--- config.mk ---
export PLATFORM = sky130hd
export DESIGN_NAME = contact_hold_ctrl
export DESIGN_NICKNAME = d
export VERILOG_FILES = /design/src/core/contact_hold_pkg.sv /design/src/core/select_sync.sv /design/src/core/contact_hold_ctrl.sv
export SDC_FILE = /design/constraint.sdc
export NUM_CORES = 1
export LEC_CHECK = 0
export BUFFER_PORTS_ARGS = -buffer_cell sky130_fd_sc_hd__buf_2
export CELL_PAD_IN_SITES_DETAIL_PLACEMENT = 1
export CELL_PAD_IN_SITES_GLOBAL_PLACEMENT = 2
export CORE_MARGIN = 2
export CORE_UTILIZATION = 36
export DETAILED_ROUTE_END_ITERATION = 16
export PLACE_DENSITY = 0.86
export SYNTH_ARGS = -nofsm -noshare
export SYNTH_HDL_FRONTEND = slang
export SYNTH_HIERARCHICAL = 1
export SYNTH_SLANG_ARGS = --single-unit
--- constraint.sdc ---
create_clock -name clk_i -period 10.15 [get_ports clk_i]
set_clock_uncertainty 0.2 [all_clocks]
set_input_delay 2.03 -clock clk_i [delete_from_list [all_inputs] [get_ports clk_i]]
set_output_delay 2.03 -clock clk_i [all_outputs]
set_load 0.005 [all_outputs]
--- src/core/contact_hold_pkg.sv ---
// Purpose: shared constants, encodings and carrier types of the contact-hold mode control
// Assumes: 16-bit parameter words; frequencies in 0.01 Hz steps, levels in whole percent
// Notes:   the value 9999 is the "follow the normal setting" sentinel in several fields
package contact_hold_pkg;

   // register bus geometry
   localparam int unsigned ADDR_W = 4;
   localparam int unsigned DATA_W = 16;
   localparam int unsigned SEL_W  = 3;

   // register indices on the plain parameter port
   localparam logic [3:0] ADDR_HOLD_ENABLE    = 4'h0;
   localparam logic [3:0] ADDR_LOW_PRESET     = 4'h1;
   localparam logic [3:0] ADDR_SECOND_STALL   = 4'h2;
   localparam logic [3:0] ADDR_NORMAL_STALL   = 4'h3;
   localparam logic [3:0] ADDR_EXCITE_FACTOR  = 4'h4;
   localparam logic [3:0] ADDR_HOLD_CARRIER   = 4'h5;
   localparam logic [3:0] ADDR_NORMAL_CARRIER = 4'h6;
   localparam logic [3:0] ADDR_REMOTE_SEL     = 4'h7;
   localparam logic [3:0] ADDR_OPMODE_SEL     = 4'h8;
   localparam logic [3:0] ADDR_PID_SEL        = 4'h9;
   localparam logic [3:0] ADDR_AUTO_ACCEL     = 4'ha;
   localparam logic [3:0] ADDR_CTRL_METHOD    = 4'hb;
   localparam logic [3:0] ADDR_STATUS         = 4'hc;
   localparam logic [3:0] ADDR_FREQ_APPLIED   = 4'hd;

   // sentinel and limits
   localparam logic [15:0] FOLLOW_NORMAL     = 16'h270f;  // 9999
   localparam logic [15:0] PRESET_MAX        = 16'h9c40;  // 400.00 Hz
   localparam logic [15:0] HOLD_FREQ_CLAMP   = 16'h0bb8;  // 30.00 Hz
   localparam logic [15:0] CARRIER_FREQ_EDGE = 16'h012c;  // 3.00 Hz
   localparam logic [15:0] STALL_MAX         = 16'h00c8;  // 200 %
   localparam logic [15:0] EXCITE_MAX        = 16'h012c;  // 300 %
   localparam logic [15:0] CARRIER_MAX       = 16'h0009;
   localparam logic [15:0] ENABLE_MAX        = 16'h0001;
   localparam logic [15:0] REMOTE_MAX        = 16'h0003;
   localparam logic [15:0] REMOTE_OFF        = 16'h0000;
   localparam logic [15:0] OPMODE_MAX        = 16'h0004;
   localparam logic [15:0] OPMODE_EXTERNAL   = 16'h0000;
   localparam logic [15:0] PID_OFF           = 16'h0000;
   localparam logic [15:0] AUTO_ACCEL_OFF    = 16'h0000;
   localparam logic [15:0] CTRL_VF           = 16'h0000;
   localparam logic [15:0] CTRL_ADVANCED     = 16'h0001;
   localparam logic [15:0] CTRL_GENERAL      = 16'h0002;

   // reset values
   localparam logic [15:0] RST_HOLD_ENABLE    = 16'h0000;
   localparam logic [15:0] RST_LOW_PRESET     = 16'h03e8;  // 10.00 Hz
   localparam logic [15:0] RST_SECOND_STALL   = FOLLOW_NORMAL;
   localparam logic [15:0] RST_NORMAL_STALL   = 16'h0096;  // 150 %
   localparam logic [15:0] RST_EXCITE_FACTOR  = FOLLOW_NORMAL;
   localparam logic [15:0] RST_HOLD_CARRIER   = FOLLOW_NORMAL;
   localparam logic [15:0] RST_NORMAL_CARRIER = 16'h0001;
   localparam logic [15:0] RST_ZERO           = 16'h0000;

   // status word bit positions
   localparam int unsigned STAT_HOLD_ACTIVE = 0;
   localparam int unsigned STAT_PERMITTED   = 1;
   localparam int unsigned STAT_LOW_SEL     = 2;
   localparam int unsigned STAT_SECOND_SEL  = 3;
   localparam int unsigned STAT_JOG         = 4;

   // synchronised select bundle bit positions
   localparam int unsigned SEL_LOW    = 0;
   localparam int unsigned SEL_SECOND = 1;
   localparam int unsigned SEL_JOG    = 2;

   typedef enum logic {
      MODE_NORMAL,
      MODE_HOLD
   } mode_e;

   // parameter set held by software
   typedef struct packed {
      logic [15:0] hold_enable;
      logic [15:0] low_speed_preset;
      logic [15:0] second_stall_level;
      logic [15:0] normal_stall_level;
      logic [15:0] holding_excitation_factor;
      logic [15:0] contact_hold_carrier;
      logic [15:0] normal_carrier_select;
      logic [15:0] remote_setting_select;
      logic [15:0] operation_mode_select;
      logic [15:0] pid_action_select;
      logic [15:0] auto_accel_select;
      logic [15:0] control_method;
   } param_regs_s;

   // drive settings handed to the motor control core
   typedef struct packed {
      logic [15:0] freq_cmd;
      logic [15:0] stall_level;
      logic        excite_comp_en;
      logic [15:0] excite_factor;
      logic [15:0] carrier_sel;
      logic        fast_limit_en;
      logic        hold_active;
   } drive_s;

   // speed command sources from the normal path
   typedef struct packed {
      logic        multi_speed_active;
      logic [15:0] multi_speed_freq;
      logic [15:0] analog_freq;
      logic [15:0] output_freq;
   } speed_src_s;

   typedef struct packed {
      logic [SEL_W-1:0] stage1;
      logic [SEL_W-1:0] stage2;
   } sync_state_s;

   typedef struct packed {
      param_regs_s regs;
      mode_e       mode;
      logic        permitted;
      drive_s      drive;
      logic [15:0] rd_data;
   } ctrl_state_s;

endpackage

--- src/core/select_sync.sv ---
// Purpose: two-flop synchroniser for the terminal select inputs
// Assumes: inputs are quasi-static contact levels
// Notes:   stage1 feeds only stage2; nothing else samples it
`timescale 1ns/100ps
`default_nettype none
module select_sync
   import contact_hold_pkg::*;
(
   input  wire logic             clk_i,
   input  wire logic             rst_i,
   input  wire logic [SEL_W-1:0] async_i,
   output logic      [SEL_W-1:0] sync_o
);

   sync_state_s st;
   sync_state_s next_st;

   // shift the raw levels through two stages
   always_comb begin
      next_st        = st;
      next_st.stage1 = async_i;
      next_st.stage2 = st.stage1;
   end

   always_ff @(posedge clk_i or posedge rst_i) begin
      if (rst_i) begin
         st <= '0;
      end else begin
         st <= next_st;
      end
   end

   assign sync_o = st.stage2;

endmodule
`default_nettype wire

--- src/core/contact_hold_ctrl.sv ---
// Purpose: selects the contact-hold parameter set for the drive core
// Assumes: 100 MHz clk_i; frequency words in 0.01 Hz; levels in percent
// Notes:   every drive output is registered; mode follows the synced selects
`timescale 1ns/100ps
`default_nettype none
// Notes on behaviour
// - enable word 0 gives normal running, 1 allows contact-hold; resets to 0.
// - enabled mode entered only while both low-speed and second-function selects active.
// - in the mode frequency comes from the low-speed preset, prior command ignored.
// - a preset above 30 Hz is limited to 30 Hz while holding.
// - low-speed preset takes 0 to 400 Hz, resets to 10 Hz.
// - stall level normal outside; second level (or normal at 9999) inside; no fast limit.
// - second stall level takes 0 to 200 percent or 9999; resets to 9999.
// - excitation factor takes 0 to 300 percent or 9999 meaning none; resets 9999.
// - excitation compensation applies only inside the mode, never in normal running.
// - inside mode at 3 Hz or below carrier uses hold carrier, else normal carrier.
// - hold carrier takes 0 to 9 or 9999 meaning follow normal; resets 9999.
// - outside the mode frequency is multi-speed preset or the analog input.
// - contact-hold works only in external operation with terminal control.
// - contact-hold needs advanced or general-purpose flux vector control.
// - panel, panel plus external, jog, PID, remote or auto-accel disable it.
// - remote setting selection of 1 to 3 disables contact-hold.
module contact_hold_ctrl
   import contact_hold_pkg::*;
(
   input  wire logic              clk_i,
   input  wire logic              rst_i,
   // parameter port
   input  wire logic [ADDR_W-1:0] addr_i,
   input  wire logic [DATA_W-1:0] wr_data_i,
   input  wire logic              wr_i,
   input  wire logic              rd_i,
   output logic      [DATA_W-1:0] rd_data_o,
   // terminal inputs
   input  wire logic              low_speed_select_in_i,
   input  wire logic              second_function_select_in_i,
   input  wire logic              jog_select_in_i,
   // normal speed sources and output frequency feedback
   input  wire speed_src_s        speed_src_i,
   // settings to the drive core
   output drive_s                 drive_o
);

   ctrl_state_s      st;
   ctrl_state_s      next_st;
   logic [SEL_W-1:0] sel_raw;
   logic [SEL_W-1:0] sel_sync;
   logic             low_sel;
   logic             second_sel;
   logic             jog_sel;
   logic             permit;
   logic             enter_hold;
   logic             wr_ok;
   logic [15:0]      hold_freq;
   logic [15:0]      normal_freq;
   logic [15:0]      status_word;

   // contact levels cross into the clock domain first
   assign sel_raw[SEL_LOW]    = low_speed_select_in_i;
   assign sel_raw[SEL_SECOND] = second_function_select_in_i;
   assign sel_raw[SEL_JOG]    = jog_select_in_i;

   select_sync u_sync (
      .clk_i   (clk_i),
      .rst_i   (rst_i),
      .async_i (sel_raw),
      .sync_o  (sel_sync)
   );

   assign low_sel    = sel_sync[SEL_LOW];
   assign second_sel = sel_sync[SEL_SECOND];
   assign jog_sel    = sel_sync[SEL_JOG];

   // gate conditions; any one of them vetoes the mode
   always_comb begin
      permit = (st.regs.hold_enable == ENABLE_MAX);
      if (st.regs.operation_mode_select != OPMODE_EXTERNAL) begin
         permit = 1'b0;
      end
      if ((st.regs.control_method != CTRL_ADVANCED) &&
          (st.regs.control_method != CTRL_GENERAL)) begin
         permit = 1'b0;
      end
      if (jog_sel) begin
         permit = 1'b0;
      end
      if (st.regs.pid_action_select != PID_OFF) begin
         permit = 1'b0;
      end
      if (st.regs.auto_accel_select != AUTO_ACCEL_OFF) begin
         permit = 1'b0;
      end
      if (st.regs.remote_setting_select != REMOTE_OFF) begin
         permit = 1'b0;
      end
   end

   // both selects needed; a drop of either leaves the mode next edge
   assign enter_hold = permit && low_sel && second_sel;

   // preset clamped so a mistyped preset cannot drive the stopper hard
   assign hold_freq = (st.regs.low_speed_preset > HOLD_FREQ_CLAMP) ?
                      HOLD_FREQ_CLAMP : st.regs.low_speed_preset;

   // normal command: multi-speed when a preset is picked, else analog
   assign normal_freq = speed_src_i.multi_speed_active ?
                        speed_src_i.multi_speed_freq : speed_src_i.analog_freq;

   // live status for software
   always_comb begin
      status_word                   = '0;
      status_word[STAT_HOLD_ACTIVE] = (st.mode == MODE_HOLD);
      status_word[STAT_PERMITTED]   = st.permitted;
      status_word[STAT_LOW_SEL]     = low_sel;
      status_word[STAT_SECOND_SEL]  = second_sel;
      status_word[STAT_JOG]         = jog_sel;
   end

   // range check per address; out-of-range writes keep the old value
   always_comb begin
      case (addr_i)
         ADDR_HOLD_ENABLE: begin
            wr_ok = (wr_data_i <= ENABLE_MAX);
         end
         ADDR_LOW_PRESET: begin
            wr_ok = (wr_data_i <= PRESET_MAX);
         end
         ADDR_SECOND_STALL: begin
            wr_ok = (wr_data_i <= STALL_MAX) || (wr_data_i == FOLLOW_NORMAL);
         end
         ADDR_NORMAL_STALL: begin
            wr_ok = (wr_data_i <= STALL_MAX);
         end
         ADDR_EXCITE_FACTOR: begin
            wr_ok = (wr_data_i <= EXCITE_MAX) || (wr_data_i == FOLLOW_NORMAL);
         end
         ADDR_HOLD_CARRIER: begin
            wr_ok = (wr_data_i <= CARRIER_MAX) || (wr_data_i == FOLLOW_NORMAL);
         end
         ADDR_NORMAL_CARRIER: begin
            wr_ok = (wr_data_i <= CARRIER_MAX);
         end
         ADDR_REMOTE_SEL: begin
            wr_ok = (wr_data_i <= REMOTE_MAX);
         end
         ADDR_OPMODE_SEL: begin
            wr_ok = (wr_data_i <= OPMODE_MAX);
         end
         ADDR_PID_SEL: begin
            wr_ok = 1'b1;
         end
         ADDR_AUTO_ACCEL: begin
            wr_ok = 1'b1;
         end
         ADDR_CTRL_METHOD: begin
            wr_ok = (wr_data_i <= CTRL_GENERAL);
         end
         default: begin
            wr_ok = 1'b0;  // status and unmapped words ignore writes
         end
      endcase
   end

   // next-state: register writes, read data, mode and drive settings
   always_comb begin
      next_st = st;

      if (wr_i && wr_ok) begin
         case (addr_i)
            ADDR_HOLD_ENABLE: begin
               next_st.regs.hold_enable = wr_data_i;
            end
            ADDR_LOW_PRESET: begin
               next_st.regs.low_speed_preset = wr_data_i;
            end
            ADDR_SECOND_STALL: begin
               next_st.regs.second_stall_level = wr_data_i;
            end
            ADDR_NORMAL_STALL: begin
               next_st.regs.normal_stall_level = wr_data_i;
            end
            ADDR_EXCITE_FACTOR: begin
               next_st.regs.holding_excitation_factor = wr_data_i;
            end
            ADDR_HOLD_CARRIER: begin
               next_st.regs.contact_hold_carrier = wr_data_i;
            end
            ADDR_NORMAL_CARRIER: begin
               next_st.regs.normal_carrier_select = wr_data_i;
            end
            ADDR_REMOTE_SEL: begin
               next_st.regs.remote_setting_select = wr_data_i;
            end
            ADDR_OPMODE_SEL: begin
               next_st.regs.operation_mode_select = wr_data_i;
            end
            ADDR_PID_SEL: begin
               next_st.regs.pid_action_select = wr_data_i;
            end
            ADDR_AUTO_ACCEL: begin
               next_st.regs.auto_accel_select = wr_data_i;
            end
            ADDR_CTRL_METHOD: begin
               next_st.regs.control_method = wr_data_i;
            end
            default: begin
               next_st.regs = st.regs;
            end
         endcase
      end

      // read data stands for one cycle only; unmapped reads give zero
      next_st.rd_data = '0;
      if (rd_i) begin
         case (addr_i)
            ADDR_HOLD_ENABLE:    next_st.rd_data = st.regs.hold_enable;
            ADDR_LOW_PRESET:     next_st.rd_data = st.regs.low_speed_preset;
            ADDR_SECOND_STALL:   next_st.rd_data = st.regs.second_stall_level;
            ADDR_NORMAL_STALL:   next_st.rd_data = st.regs.normal_stall_level;
            ADDR_EXCITE_FACTOR:  next_st.rd_data = st.regs.holding_excitation_factor;
            ADDR_HOLD_CARRIER:   next_st.rd_data = st.regs.contact_hold_carrier;
            ADDR_NORMAL_CARRIER: next_st.rd_data = st.regs.normal_carrier_select;
            ADDR_REMOTE_SEL:     next_st.rd_data = st.regs.remote_setting_select;
            ADDR_OPMODE_SEL:     next_st.rd_data = st.regs.operation_mode_select;
            ADDR_PID_SEL:        next_st.rd_data = st.regs.pid_action_select;
            ADDR_AUTO_ACCEL:     next_st.rd_data = st.regs.auto_accel_select;
            ADDR_CTRL_METHOD:    next_st.rd_data = st.regs.control_method;
            ADDR_STATUS:         next_st.rd_data = status_word;
            ADDR_FREQ_APPLIED:   next_st.rd_data = st.drive.freq_cmd;
            default:             next_st.rd_data = '0;
         endcase
      end

      // mode is re-evaluated every cycle from the synced selects
      next_st.permitted = permit;
      case (st.mode)
         MODE_NORMAL: begin
            if (enter_hold) begin
               next_st.mode = MODE_HOLD;
            end
         end
         MODE_HOLD: begin
            if (!enter_hold) begin
               next_st.mode = MODE_NORMAL;
            end
         end
         default: begin
            next_st.mode = MODE_NORMAL;
         end
      endcase

      // drive settings follow the decision made this cycle
      next_st.drive.carrier_sel = st.regs.normal_carrier_select;
      if (enter_hold) begin
         next_st.drive.hold_active   = 1'b1;
         next_st.drive.freq_cmd      = hold_freq;
         next_st.drive.fast_limit_en = 1'b0;
         next_st.drive.stall_level   =
            (st.regs.second_stall_level == FOLLOW_NORMAL) ?
            st.regs.normal_stall_level : st.regs.second_stall_level;
         // no compensation when the factor holds the sentinel
         next_st.drive.excite_comp_en =
            (st.regs.holding_excitation_factor != FOLLOW_NORMAL);
         next_st.drive.excite_factor  =
            (st.regs.holding_excitation_factor != FOLLOW_NORMAL) ?
            st.regs.holding_excitation_factor : RST_ZERO;
         if ((speed_src_i.output_freq <= CARRIER_FREQ_EDGE) &&
             (st.regs.contact_hold_carrier != FOLLOW_NORMAL)) begin
            next_st.drive.carrier_sel = st.regs.contact_hold_carrier;
         end
      end else begin
         next_st.drive.hold_active    = 1'b0;
         next_st.drive.freq_cmd       = normal_freq;
         next_st.drive.fast_limit_en  = 1'b1;
         next_st.drive.stall_level    = st.regs.normal_stall_level;
         next_st.drive.excite_comp_en = 1'b0;
         next_st.drive.excite_factor  = RST_ZERO;
      end
   end

   // single state register; reset loads constants only
   always_ff @(posedge clk_i or posedge rst_i) begin
      if (rst_i) begin
         st.regs.hold_enable               <= RST_HOLD_ENABLE;
         st.regs.low_speed_preset          <= RST_LOW_PRESET;
         st.regs.second_stall_level        <= RST_SECOND_STALL;
         st.regs.normal_stall_level        <= RST_NORMAL_STALL;
         st.regs.holding_excitation_factor <= RST_EXCITE_FACTOR;
         st.regs.contact_hold_carrier      <= RST_HOLD_CARRIER;
         st.regs.normal_carrier_select     <= RST_NORMAL_CARRIER;
         st.regs.remote_setting_select     <= RST_ZERO;
         st.regs.operation_mode_select     <= OPMODE_EXTERNAL;
         st.regs.pid_action_select         <= RST_ZERO;
         st.regs.auto_accel_select         <= RST_ZERO;
         st.regs.control_method            <= CTRL_VF;
         st.mode                           <= MODE_NORMAL;
         st.permitted                      <= 1'b0;
         st.drive.freq_cmd                 <= RST_ZERO;
         st.drive.stall_level              <= RST_NORMAL_STALL;
         st.drive.excite_comp_en           <= 1'b0;
         st.drive.excite_factor            <= RST_ZERO;
         st.drive.carrier_sel              <= RST_NORMAL_CARRIER;
         st.drive.fast_limit_en            <= 1'b1;
         st.drive.hold_active              <= 1'b0;
         st.rd_data                        <= RST_ZERO;
      end else begin
         st <= next_st;
      end
   end

   assign rd_data_o = st.rd_data;
   assign drive_o   = st.drive;

endmodule
`default_nettype wire

==> results.md, run 1 <==
- Row cnt: 69
- Status: complete, no violations
- CTS tree: built
- Hold Violations, Final: 0
- CP arrival: 5.06 ns
- Largest net degree at the start of global routing: 168
- Top_reg_cell synth: dfrtp_1
- Mapped cell area: 12,900 um2
- P&R area growth vs syn: 12.5%
- Commonest cells post-synth: 241 x dfrtp_1, 100 x mux2_2, 87 x buf_4, 74 x and2_1
- Num CTS Buffers: 30
- Slew HR: 27.6%
- CTS sink count: 282
- DR WL/cell: 28.4 um
- Leakage: 6.88 nW
- Final TNS setup: 0 ns
- Global Route Usage Sum: 24.0%
- Initial DRC count: 870
- Crit end category: flop
- Share of the synthesized area in the top cell type: 46.6%
- Vias in the first global route: 9,842
- F_max: 208 MHz
- CP Launch Type: input pin
- Worst-path cell chain: buf_2, nand2b_1, nor3_2, buf_4, nor4bb_1, nor3_1, nand2_1, and3_1, mux2_2
- Post-DP HPWL: 32.7 mm
- Max-Cap Viols: 0
- Cell Pwr Density: 185 nW/um2
- EDFF count, synth: 0
- Mapped Cells: 1,053
- Synth area leaders: dfrtp_1 47%, mux2_2 8.7%, dfstp_2 8.3%
- Via count: 9,360
- Tightest Hold Check Type: reg -> reg
- Full die area: 37,500 um2
- Mapped Nets: 1,129
- Die height: 194 um
- Chip width: 194 um
- CTS max path bufs: 3
- First-pass GRT wire length: 67.1 mm
- Worst EP required: 10.40 ns
- Combinational family with the most area after synthesis: simple AND/OR/NAND/NOR gates
- CTS Hold Bufs: 0
- Simple-Gate Fraction of Synth Area: 14.4%
- Yosys warnings: 6
- # IOs: 159
- Clock Pin Slew Worst Setup and Hold Paths: 0.06 ns
- RePlAce Congestion: 0.977
- Slew @ Worst Pin: 1.08 ns
- Crit Path Class: in -> reg
- Count leader, synth: dfrtp_1
- Xor/xnor share of the synthesized area: 0.0676%
- Nets@finish: 1,190
- Final worst-path cycle share: 47.4%
- Final Setup Violations: 0
- Antenna viol nets, final: 0
- Pins Over Slew Limit: 0
- Hold slack final: 0.149 ns
- Flops & latches, synth: 282
- Initial antenna violation count: 4
- Post-synth top area cell: dfrtp_1
- Worst skew pair latency: 0.58 ns
- Post-cts resize count: 0
- Netlist cell types: 66
- Remaining global-route overflow: 0
- Layout Utilization: 41.1%
- Total Wirelength: 45.5 mm
- Post-route minimum period: 4.81 ns
- Layout cells sized above 1: 35.6%
- Async set-reset flop share out of synthesis: 100%
- Mux cell area share after synthesis: 12.7%
- Clk root buf: clkbuf_16
- RSZ-0062 raised after global routing: no
- Core area: 35,500 um2
- Synth Area in Compound Gates: 10.5%
- DR pass1 iterations: 5
- Synth Area in Adders: 0%
- CTS HTree Levels: 1
- Crit-path slowest cell: and3_1
- Setup Buffers After CTS: 0
- Sequential share of the synthesized area: 54.9%
- Average size of a mapped cell: 12.3 um2
- Routed vias/inst: 5.85
- Crit-path max FO: 23
- Number of remaining DRC errors: 0
- Critical path's largest stage delay: 0.82 ns
- IO buf count: 158
- Worst vdd ir: 0.142 mV
- Initial Util: 36.5%
-- registers in the layout, summed over array words and instances, names as in the netlist --
name	cells
u_sync/sync_o	3
drive_o	67
u_sync/next_st	3
rd_data_o	16
st	193
-- layout by cell type, fill, tap and decap left out, types with 15 or more instances in the layout --
| cell type | netlist | routed |
|---|---|---|
| mux2_2 | 100 | 100 |
| a22oi_1 | 41 | 41 |
| dfstp_2 | 41 | 41 |
| a22o_1 | 15 | 15 |
| nor2b_1 | 37 | 37 |
| and2_1 | 74 | 74 |
| nor2_1 | 33 | 31 |
| nand3_1 | 15 | 15 |
| nor4_1 | 37 | 36 |
| a31oi_1 | 16 | 16 |
| buf_2 | 15 | 158 |
| dfrtp_1 | 241 | 241 |
| nand2_1 | 37 | 37 |
| mux2i_1 | 17 | 17 |
| a221oi_1 | 27 | 27 |
| mux2_4 | 23 | 23 |
| clkbuf_16 | 0 | 30 |
-- layout make-up --
cell class	count	area (um2)
multi-input cells	617	4910
clock buffers	45	847
clock inverters	11	165
repair buffers	173	916
well taps	461	577
inverters	10	45.0
diodes	2	5.00
fillers	3760	20900
flip-flops and latches	282	7110
-- cells by family (layout without fill, tap and decap cells) --
kind of cell | after synthesis | count (layout)
muxes | 140 | 140
AOI/OAI and AO/OA | 168 | 168
xor gates and xnor gates | 1 | 1
other | 0 | 2
DFF | 282 | 282
buffers and inverters | 154 | 239
and+or+nand+nor | 308 | 308
-- worst paths after layout --
kind / slack [ns] / startpoint / cells after the start / to
setup / recovery: 5.34 / addr_i[0] / 9 / st[85]
hold / removal: 0.15 / u_sync/next_st[1] / 0 / u_sync/sync_o[1]
min in group asynchronous: 1.22 / rst_i / 2 / u_sync/next_st[1]
max in group asynchronous: 6.99 / rst_i / 3 / st[271]
hold reg to reg: 0.15 / u_sync/next_st[1] / 0 / u_sync/sync_o[1]
setup reg to reg: 6.08 / st[123] / 7 / drive_o[44]
-- routing by layer --
| metal | global-route usage (%) | vias up | routed length (um) | part of all wire (%) |
|---|---|---|---|---|
| met5 | 0 | - | 12 | 0.026 |
| met4 | 12.8 | 2 | 2600 | 5.7 |
| met3 | 5.17 | 129 | 3880 | 8.5 |
| met2 | 37.9 | 466 | 21300 | 47 |
| met1 | 30.9 | 4844 | 17700 | 39 |
| li1 | - | 3919 | - | - |
-- critical path: cells and delay by family --
family,cells,cell delay [ns]
and+or+nand+nor,6,1.94
buffers and inverters,2,0.66
muxes,1,0.41
-- power by group --
part           internal [W]  total [W]  leakage (nW)  switching, W
Combinational      0.000115   0.000258          2.74      0.000143
Clock              0.000655    0.00112         0.478      0.000464
Sequential          0.00121    0.00131          3.67      0.000102
Total               0.00198    0.00269          6.88      0.000708
-- per-stage QoR --
step | instance area [um2] | power, W | setup slack, ns | instances
after floorplan | 12900 | 0.00146 | 0.379 | 1053
final | 14600 | 0.00269 | 5.34 | 1601
after detailed placement | 13600 | 0.00159 | 4.84 | 1543
after global routing | 14600 | 0.00278 | 5.22 | 1599
after CTS | 14600 | 0.00271 | 5.45 | 1599
after global placement | 13600 | 0.00157 | 4.93 | 1543
No activity file was read; power rests on OpenSTA's default activity.
==> run 2, diff against run 1 <==
Clock period 10.15 ns to 4.1 ns, I/O delays scaled along.
==> results.md, run 2 (same netlist as run 1, synthesis figures left out) <==
- First-pass GRT wire length: 67.8 mm
- Row cnt: 69
- Status: complete, no violations
- Num CTS Buffers: 34
- Leakage: 7.17 nW
- Fillcell total: 3,710
- Worst EP required: 4.29 ns
- Reg2reg end: drive_o[6]
- # IOs: 159
- RePlAce Congestion: 0.952
- CP arrival: 3.65 ns
- Tightest Hold Check Type: in -> async
- Reg2reg start: st[103]
- Chip width: 194 um
- Final Non-Filler Cells: 1,629
- Via count: 9,595
- Dpl cells: 1,566
- Post-DP HPWL: 33.3 mm
- Total Wirelength: 45.9 mm
- Setup Buffers After CTS: 0
- Pins Over Slew Limit: 0
- Antenna viol nets, final: 0
- Post-cts resize count: 0
- Worst skew pair latency: 0.52 ns
- Max-Cap Viols: 0
- CTS max path bufs: 3
- Crit path from: addr_i[3]
- Crit-path max FO: 15
- CP Launch Type: input pin
- CTS HTree Levels: 2
- Hold slack final: 0.0442 ns
- Global Route Usage Sum: 24.1%
- Number of remaining DRC errors: 0
- Core area: 35,500 um2
- IO buf count: 158
- DR WL/cell: 28.2 um
- Crit Path Class: in -> reg
- Clk root buf: clkbuf_16
- RSZ-0062 raised after global routing: no
- Initial antenna violation count: 1
- Final worst-path cycle share: 84.5%
- Reg2Reg Depth: 7
- Tot Pwr: 0.00741 W
- Cell Pwr Density: 492 nW/um2
- Remaining global-route overflow: 0
- Reg2Reg Setup Slack: 0.69 ns
- DR pass1 iterations: 5
- Vias in the first global route: 9,992
- Largest reg by FF count: st
- CTS tree: built
- Crit end category: flop
- Layout cells sized above 1: 37.6%
- P&R area growth vs syn: 16.4%
- Hold Violations, Final: 0
- F_max: 289 MHz
- Routed vias/inst: 5.89
- Full die area: 37,500 um2
- Commonest non-fill, non-tap cell in the layout: dfrtp_1
- Largest net degree at the start of global routing: 101
- Nets@finish: 1,217
- Slew @ Worst Pin: 0.835 ns
- Final Setup Violations: 0
- Clock Pin Slew Worst Setup and Hold Paths: 0.05 ns
- CTS sink count: 282
- Initial DRC count: 890
- Most frequent cells in the layout: 241 x dfrtp_1, 158 x buf_2, 100 x mux2_2
- Worst vdd ir: 0.253 mV
- CTS Hold Bufs: 0
- Die height: 194 um
- Slew HR: 44.2%
- Setup crit end: st[152]
- Initial Util: 36.5%
- Post-route minimum period: 3.47 ns
- Max reg flops: 193
==> run 2: area by class of cell <==
type,instances,area (um2),share of cell area [%]
tap,461,577,3.83
clock inverter,19,377,2.50
clock buffer,43,946,6.28
antenna,1,2.50,0.0166
multi-input combinational,617,4900,32.5
sequential,282,7110,47.2
timing repair buffer,196,1110,7.39
inverter,10,41.3,0.274
==> run 2: per-layer routing <==
metal	global-route usage [%]	up-vias	part of all wire (%)
met4	12.0	0	5.6
li1	-	3986	-
met1	31.3	5024	40
met3	3.64	125	7.0
met2	39.5	460	47
met5	0	-	0
==> run 2: report_power, final <==
| part | switching (W) | internal (W) |
|---|---|---|
| Sequential | 0.000245 | 0.00300 |
| Clock | 0.00122 | 0.00228 |
| Combinational | 0.000358 | 0.000298 |
| Total | 0.00183 | 0.00558 |
==> run 2: worst max-delay path, stage by stage <==
cell and delay [ns]:
buf_2 0.33, nor2b_1 0.35, a22oi_1 0.14, or3_1 0.36, a311o_1 0.40, o211ai_4 0.33, nand2_1 0.55, and2_1 0.34
==> run 2: how the worst min path moves through the flow <==
stage | from | endpoint | slack, ns | depth (start not counted)
finish | rst_i | u_sync/next_st[0] | 0.04 | 2
CTS | rst_i | u_sync/next_st[1] | 0.04 | 2
global placement | u_sync/next_st[1] | u_sync/sync_o[1] | 0.14 | 0
global route | rst_i | u_sync/next_st[0] | 0.06 | 2
detailed placement | u_sync/next_st[1] | u_sync/sync_o[1] | 0.15 | 0
floorplan | u_sync/next_st[0] | u_sync/sync_o[0] | 0.13 | 0
==> run 2: per-stage QoR <==
stage,cell area (um2),util [%],setup WS [ns],setup TNS (ns)
final,15100,42.5,0.635,0
after global routing,15100,42.5,0.531,0
after CTS,15100,42.5,0.721,0
after detailed placement,13700,38.7,0.196,0
after global placement,13700,38.7,0.257,0
after floorplan,13000,-,-0.538,-126.41
